<file path="src/design/smlc_pkg.sv">
// Purpose: shared constants and types for the mode and load control block
// Assumes: 50 MHz core clock, straps decoded off chip into two-bit levels
// Notes: four-level strap codes 0, R, F, 1 map to 2'h0..2'h3
`default_nettype none
package smlc_pkg;
  // four-level strap encoding
  localparam logic [1:0] STRAP_GND   = 2'h0;
  localparam logic [1:0] STRAP_RES   = 2'h1;
  localparam logic [1:0] STRAP_FLOAT = 2'h2;
  localparam logic [1:0] STRAP_HIGH  = 2'h3;

  localparam int NUM_EVENTS = 8;
  localparam int EE_BYTES   = 16;
  localparam logic [7:0] EE_DEV_ADDR = 8'ha0;
  localparam logic [3:0] STRAP_WAIT  = 4'h8;
  localparam logic [7:0] SCL_HALF    = 8'h7d; // 126-cycle half period
  localparam int EE_TIMEOUT_US = 20000;
  localparam int CLK_MHZ       = 50;
  localparam int EE_TIMEOUT_CYC = EE_TIMEOUT_US * CLK_MHZ;

  typedef enum logic [2:0] {
    SMLC_TEST   = 3'b000,
    SMLC_MASTER = 3'b001,
    SMLC_SLAVE  = 3'b010,
    SMLC_RSVD   = 3'b011,
    SMLC_NONE   = 3'b100
  } smlc_mode_t;

  typedef enum logic [2:0] {
    LD_IDLE  = 3'b000,
    LD_START = 3'b001,
    LD_BUSY  = 3'b010,
    LD_DONE  = 3'b011,
    LD_FAIL  = 3'b100
  } smlc_ld_t;

  typedef struct packed {
    logic o;
    logic oe_n;
  } smlc_od_t;

  typedef struct packed {
    logic [NUM_EVENTS-1:0] enable;
    logic [NUM_EVENTS-1:0] clear;
  } smlc_irq_ctl_t;
endpackage
`default_nettype wire

</file>
<file path="src/design/smlc_sync.sv">
// Purpose: two-flop synchroniser for a bus of pin inputs
// Assumes: inputs come from outside the clk domain
// Notes: first stage is read only by the second stage
`default_nettype none
module smlc_sync #(
  parameter int W = 1
) (
  input  wire logic         clk,
  input  wire logic         reset,
  input  wire logic [W-1:0] d,
  output logic      [W-1:0] q
);
  logic [W-1:0] s1_r;
  logic [W-1:0] q_r;
  always_ff @(posedge clk) begin
    if (reset) begin
      s1_r <= '1;
      q_r  <= '1;
    end else begin
      s1_r <= d;
      q_r  <= s1_r;
    end
  end
  assign q = q_r;
endmodule // smlc_sync
`default_nettype wire

</file>
<file path="src/design/smlc_top.sv">
// Purpose: mode strap decode, eeprom load control, interrupt pin driver
// Assumes: straps arrive pre-decoded as two-bit levels; eeprom byte
//          transfer engine lives elsewhere and reports via ee_* ports
// Notes: serial clock pin sampled by clk; outputs registered, scl_o and int_o tied low
`default_nettype none
module smlc_top
  import smlc_pkg::*;
#(
  parameter int TIMEOUT_CYC = EE_TIMEOUT_CYC
) (
  input  wire logic                  clk,
  input  wire logic                  reset,
  input  wire logic [1:0]            interface_mode_strap,
  input  wire logic [1:0]            address_strap_low,
  input  wire logic [1:0]            address_strap_high,
  input  wire logic                  load_req_n,
  input  wire logic                  serial_mgmt_clock_pin,
  input  wire logic                  ee_byte_done,
  input  wire logic                  ee_nack,
  input  wire logic [NUM_EVENTS-1:0] events,
  input  wire smlc_irq_ctl_t         irq_ctl,
  output logic                       load_done_n,
  output logic                       ee_start,
  output logic                       scl_o,
  output logic                       scl_oe_n,
  output logic                       int_o,
  output logic                       int_oe_n,
  output logic                       slave_reset,
  output logic                       test_port_en,
  output logic [3:0]                 dev_addr,
  output logic                       mode_valid,
  output logic                       scl_rise
);
  logic [1:0] req_scl_s;
  logic       req_s;
  logic       scl_s;
  smlc_sync #(.W(2)) u_sync (
    .clk   (clk),
    .reset (reset),
    .d     ({load_req_n, serial_mgmt_clock_pin}),
    .q     (req_scl_s)
  );
  assign req_s = req_scl_s[1];
  assign scl_s = req_scl_s[0];

  // strap capture: straps settle a few cycles after reset release
  smlc_mode_t mode_r,  mode_nxt;
  logic [3:0] wait_r,  wait_nxt;
  logic [3:0] addr_r,  addr_nxt;
  logic       valid_r, valid_nxt;
  always_comb begin
    mode_nxt  = mode_r;
    wait_nxt  = wait_r;
    addr_nxt  = addr_r;
    valid_nxt = valid_r;
    if (!valid_r) begin
      if (wait_r != STRAP_WAIT) begin
        wait_nxt = wait_r + 4'h1;
      end else begin
        valid_nxt = 1'b1;
        addr_nxt  = {address_strap_high, address_strap_low};
        case (interface_mode_strap)
          STRAP_GND:   mode_nxt = SMLC_TEST;
          STRAP_FLOAT: mode_nxt = SMLC_MASTER;
          STRAP_HIGH:  mode_nxt = SMLC_SLAVE;
          default:     mode_nxt = SMLC_RSVD;
        endcase
      end
    end
  end
  always_ff @(posedge clk) begin
    if (reset) begin
      mode_r  <= SMLC_NONE;
      wait_r  <= 4'h0;
      addr_r  <= 4'h0;
      valid_r <= 1'b0;
    end else begin
      mode_r  <= mode_nxt;
      wait_r  <= wait_nxt;
      addr_r  <= addr_nxt;
      valid_r <= valid_nxt;
    end
  end

  // eeprom load sequencer
  smlc_ld_t    ld_r,    ld_nxt;
  logic [4:0]  cnt_r,   cnt_nxt;
  logic [31:0] tmo_r,   tmo_nxt;
  logic        start_r, start_nxt;
  logic        is_master;
  assign is_master = (mode_r == SMLC_MASTER);
  always_comb begin
    ld_nxt    = ld_r;
    cnt_nxt   = cnt_r;
    tmo_nxt   = tmo_r;
    start_nxt = 1'b0;
    case (ld_r)
      LD_IDLE: begin
        if (is_master && !req_s) begin
          ld_nxt = LD_START;
        end
      end
      LD_START: begin
        start_nxt = 1'b1;
        cnt_nxt   = 5'h0;
        tmo_nxt   = 32'h0;
        ld_nxt    = LD_BUSY;
      end
      LD_BUSY: begin
        tmo_nxt = tmo_r + 32'h1;
        if (ee_nack || tmo_r == 32'(TIMEOUT_CYC)) begin
          ld_nxt = LD_FAIL;
        end else if (ee_byte_done) begin
          cnt_nxt = cnt_r + 5'h1;
          if (cnt_r == 5'(EE_BYTES - 1)) begin
            ld_nxt = LD_DONE;
          end
        end
      end
      LD_DONE: ld_nxt = LD_DONE; // held low request is harmless
      LD_FAIL: begin
        // a fresh request edge retries; a stuck low request cannot
        if (req_s) begin
          ld_nxt = LD_IDLE;
        end
      end
      default: ld_nxt = LD_IDLE;
    endcase
  end
  always_ff @(posedge clk) begin
    if (reset) begin
      ld_r    <= LD_IDLE;
      cnt_r   <= 5'h0;
      tmo_r   <= 32'h0;
      start_r <= 1'b0;
    end else begin
      ld_r    <= ld_nxt;
      cnt_r   <= cnt_nxt;
      tmo_r   <= tmo_nxt;
      start_r <= start_nxt;
    end
  end

  // serial clock generation while master, plus edge detect on the pin
  logic [7:0] half_r, half_nxt;
  logic       sclo_r, sclo_nxt;
  logic       scl_d_r;
  logic       rise_r, rise_nxt;
  logic       mst_act;
  assign mst_act = is_master && (ld_r == LD_BUSY);
  always_comb begin
    half_nxt = half_r;
    sclo_nxt = 1'b1;
    rise_nxt = scl_s && !scl_d_r;
    if (mst_act) begin
      sclo_nxt = sclo_r;
      if (half_r == SCL_HALF) begin
        half_nxt = 8'h0;
        sclo_nxt = !sclo_r;
      end else begin
        half_nxt = half_r + 8'h1;
      end
    end else begin
      half_nxt = 8'h0;
    end
  end
  always_ff @(posedge clk) begin
    if (reset) begin
      half_r  <= 8'h0;
      sclo_r  <= 1'b1;
      scl_d_r <= 1'b1;
      rise_r  <= 1'b0;
    end else begin
      half_r  <= half_nxt;
      sclo_r  <= sclo_nxt;
      scl_d_r <= scl_s;
      rise_r  <= rise_nxt;
    end
  end

  // interrupt: sticky pending, set wins over clear
  logic [NUM_EVENTS-1:0] pend_r, pend_nxt;
  logic                  int_r,  int_nxt;
  always_comb begin
    pend_nxt = (pend_r & ~irq_ctl.clear) | events;
    int_nxt  = |(pend_nxt & irq_ctl.enable);
  end

  // output registers
  logic done_n_r, done_n_nxt;
  logic srst_r,   srst_nxt;
  logic tpe_r,    tpe_nxt;
  always_comb begin
    case (mode_r)
      SMLC_MASTER: done_n_nxt = (ld_nxt != LD_DONE);
      SMLC_SLAVE:  done_n_nxt = req_s;
      default:     done_n_nxt = 1'b1;
    endcase
    srst_nxt = (mode_r == SMLC_SLAVE) && !req_s;
    tpe_nxt  = (mode_r == SMLC_TEST);
  end
  always_ff @(posedge clk) begin
    if (reset) begin
      pend_r   <= '0;
      int_r    <= 1'b0;
      done_n_r <= 1'b1;
      srst_r   <= 1'b0;
      tpe_r    <= 1'b0;
    end else begin
      pend_r   <= pend_nxt;
      int_r    <= int_nxt;
      done_n_r <= done_n_nxt;
      srst_r   <= srst_nxt;
      tpe_r    <= tpe_nxt;
    end
  end

  assign load_done_n  = done_n_r;
  assign ee_start     = start_r;
  assign scl_o        = 1'b0; // open drain, only ever pulls low
  assign scl_oe_n     = sclo_r;
  assign int_o        = 1'b0;
  assign int_oe_n     = !int_r;
  assign slave_reset  = srst_r;
  assign test_port_en = tpe_r;
  assign dev_addr     = addr_r;
  assign mode_valid   = valid_r;
  assign scl_rise     = rise_r;
endmodule // smlc_top
`default_nettype wire

</file>
<file path="config.mk">
export PLATFORM = sky130hd
export DESIGN_NAME = smlc_top
export DESIGN_NICKNAME = d
export VERILOG_FILES = /design/src/design/smlc_pkg.sv /design/src/design/smlc_sync.sv /design/src/design/smlc_top.sv
export SDC_FILE = /design/constraint.sdc
export NUM_CORES = 1
export LEC_CHECK = 0
export BUFFER_PORTS_ARGS = -buffer_cell sky130_fd_sc_hd__buf_2
export CORE_MARGIN = 2
export CORE_UTILIZATION = 32
export DETAILED_ROUTE_END_ITERATION = 6
export PLACE_DENSITY_LB_ADDON = 0.3
export SYNTH_ARGS = -nofsm -noshare
export SYNTH_HDL_FRONTEND = slang
export SYNTH_HIERARCHICAL = 1
export SYNTH_SLANG_ARGS = --single-unit
</file>
<file path="constraint.sdc">
create_clock -name clk -period 2.7 [get_ports clk]
set_input_delay 0.405 -clock clk [delete_from_list [all_inputs] [get_ports clk]]
set_output_delay 0.405 -clock clk [all_outputs]
set_load 0.05 [all_outputs]
</file>
==> results_dict.tcl <==
set metrics [dict create \
    power_switching_uw 537.7 \
    die_w_um 110.1 \
    final_common_cell "dfxtp_1" \
    postCtsSetupBuffers 0 \
    reg2regPathDepth 5 \
    tightest_slew_ps 841.0 \
    overflow 0 \
    timing_hold_violations_final 0 \
    power_density_nw_per_um2 606.7 \
    final_cell_area_um2 4305 \
    dr.pass1.iters 4 \
    maxSlewViolCount 0 \
    post_drt_wl_per_cell_um 12.44 \
    die_area_um2 12130 \
    cp_slowest_stage_delay_ps 610 \
    p_clk_share_pct 49.8 \
    ir_drop_v 0.0003458 \
    cpMostUsedCell "and4bb_1" \
    io_buffers 47 \
    ios 50 \
    synth_warnings 6 \
    worstReg2RegStart "ld_r[0]" \
    grt_pass1_wl_um 12650 \
    setup.worst_path.start_class "register" \
    syn_area_per_cell_um2 8.945 \
    synth_edf_count 0 \
    ant_nets 0 \
    clock-root-buffer "clkbuf_16" \
    min-delay-path-class "in2reg" \
    cts_tree "built" \
    grt_pass1_vias 2861 \
    share_comb_of_total_power_pct 4.0 \
    clkSinkCount 80 \
    worst-path-max-fanout 10 \
    r2r_setup_slack_ps 460 \
    avgViaCountPerCell 5.103 \
    start_util_pct 32.96 \
    cts_made_buffers 9 \
    track_usage_pct 13.33 \
    clkLatencyLatePin_ps 340 \
    crit_path_top_delay_cell "or4b_1" \
    synth_ff_type "dfxtp_1" \
    dp_cells 579 \
    dpl.hpwl_um 5087 \
    ys_async_sr_fraction_pct 0 \
    syn_area_um2 3605 \
    critPathCaptureType "register" \
    seq_power_share_pct 46.2 \
    drc_errors 0 \
    die_h_um 110.1 \
    grt_max_degree 38 \
    num_antenna_cells 0 \
    slew-limit-headroom_pct 43.80 \
    clock.fmax_mhz 445.8 \
    core_um2 10940 \
    hold_depth 2 \
    post-route-util_pct 39.37 \
    via_count 3036 \
    std_cell_rows 38 \
    tns_ps 0 \
    hold_path_end "u_sync/s1_r[1]" \
    rsz0062_at_grt "no" \
    h-tree-depth 3 \
    critPathArrivalTime_ps 2510 \
    sw_frac_of_total_pct 20.58 \
    drt-total-wl_um 7401 \
    syn_to_final_growth_pct 19.44 \
    drtIter0Drc 94 \
    r2r-end "tmo_r[31]" \
    crit_required_ps 2960 \
    postCtsResizedCells 0 \
    antenna_found_initial 0 \
    netlist_instances 403 \
    worstSetupPathType "reg2reg" \
    fin_cells 595 \
    layout_min_cycle_time_ps 2243 \
    final_nets 496 \
    cp_cell_sequence "and4bb_1 -> and4bb_1 -> or4b_1 -> or3_1 -> a21oi_1" \
    synth_seq_cells 80 \
    fin_skew_ps 6.332 \
    hold_start "load_req_n" \
    final_layout_size_suffix_gt1_share_pct 17.14 \
    fin_crit_sh_pct 83.08 \
    power_leakage_uw 0.001579 \
    place_congestion 0.7708 \
    ys_types 52 \
    cts.clk_slew.worst_paths_ps 60 \
    yosysSeqAreaShare_pct 44.43 \
    p_int_uw 2074 \
    report.power.total_uw 2612 \
    final-setup-viol-count 0 \
    status "finished, final reports clean" \
    final_cell_mix "dfxtp_1 (80), buf_2 (47), nor2_1 (42), nand2_1 (22), nand3_1 (20)" \
    cts_max_path_buffers 2 \
    cap_violations 0 \
    hold_buffers 0 \
    placed_cell_area_um2 3984 \
]
==> cell type report <==
type                            instances  area, µm²
Inverter                               18      67.56
Fill cell                            1118       6630
Multi-Input combinational cell        288       1859
Timing Repair Buffer                   53      280.3
Clock buffer                           10      239.0
Sequential cell                        80       1602
Tap cell                              140      175.2
Clock inverter                          6      82.58
==> stage by stage <==
| stage | worst slack (ps) | hold slack [ps] |
|---|---|---|
| floorplan | 663.7 | 372.1 |
| global placement | 541.8 | 379.3 |
| detailed placement | 490.6 | 387.8 |
| CTS | 476.1 | 227.4 |
| global route | 352.2 | 247.8 |
| finish | 456.9 | 242.0 |
==> cell families (layout without fill, tap and decap cells) <==
logic type	after synthesis	after routing	share of synthesized area (%)
XOR/XNOR	10	10	2.430
adder cells (fa/ha/maj)	10	10	3.471
multiplexers	12	12	3.506
flip-flops	80	80	44.43
AND/OR/NAND/NOR	171	171	25.72
buffers and inverters	36	87	4.095
AO/OA/AOI/OAI	83	83	16.24
other	1	2	0.1040
==> cells in the mapped netlist, drive strengths merged, types with 9 or more instances <==
library cell / n / share of area (%)
nor2: 42 / 4.4
or3: 11 / 1.9
inv: 18 / 1.9
nor2b: 10 / 1.7
clkbuf: 12 / 1.2
ha: 10 / 3.5
a21oi: 19 / 2.6
o21ai: 10 / 1.4
nand2: 22 / 2.3
nand4: 9 / 1.6
o211ai: 18 / 3.7
nand3: 20 / 2.8
dfxtp: 80 / 44
==> power groups by stage <==
stage | clock network [µW] | registers (µW) | logic, µW
6_report | 1300 | 1210 | 106
5_1_grt | 1390 | 1210 | 120
4_1_cts | 1340 | 1210 | 108
3_5_place_dp | 0 | 1230 | 107
3_3_place_gp | 0 | 1230 | 105
2_1_floorplan | 0 | 1230 | 66.9
==> metal layers <==
layer  wire length [µm]  track usage (%)  part of all wire, %
met5                  0                0                    0
met4                170            8.571                  2.3
met3                167            2.234                  2.3
met2               3422            21.30                   46
met1               3639            16.58                   49
==> sequential cells by signal, summed over array words and instances (netlist names) <==
signal / count
int_r: 1
mode_valid: 1
ee_start: 1
test_port_en: 1
wait_r: 4
half_r: 8
tmo_r: 32
slave_reset: 1
scl_oe_n: 1
mode_r: 3
scl_rise: 1
ld_r: 3
pend_r: 8
u_sync/s1_r: 2
load_done_n: 1
dev_addr: 4
cnt_r: 5
u_sync/q: 2
scl_d_r: 1
==> how the worst max path moves through the flow <==
stage | start | end
6_report | ld_r[0] | tmo_r[31]
5_1_grt | ld_r[0] | tmo_r[31]
4_1_cts | ld_r[0] | tmo_r[31]
3_5_place_dp | tmo_r[3] | tmo_r[28]
3_3_place_gp | tmo_r[3] | tmo_r[24]
2_1_floorplan | ld_r[0] | tmo_r[27]
==> worst max-delay path: cells and delay by family (launching register included) <==
family	cells	cell delay, ps
and+or+nand+nor	4	1650
DFF	1	380
AOI/OAI and AO/OA	1	140
(Power assumes the default switching activity.)
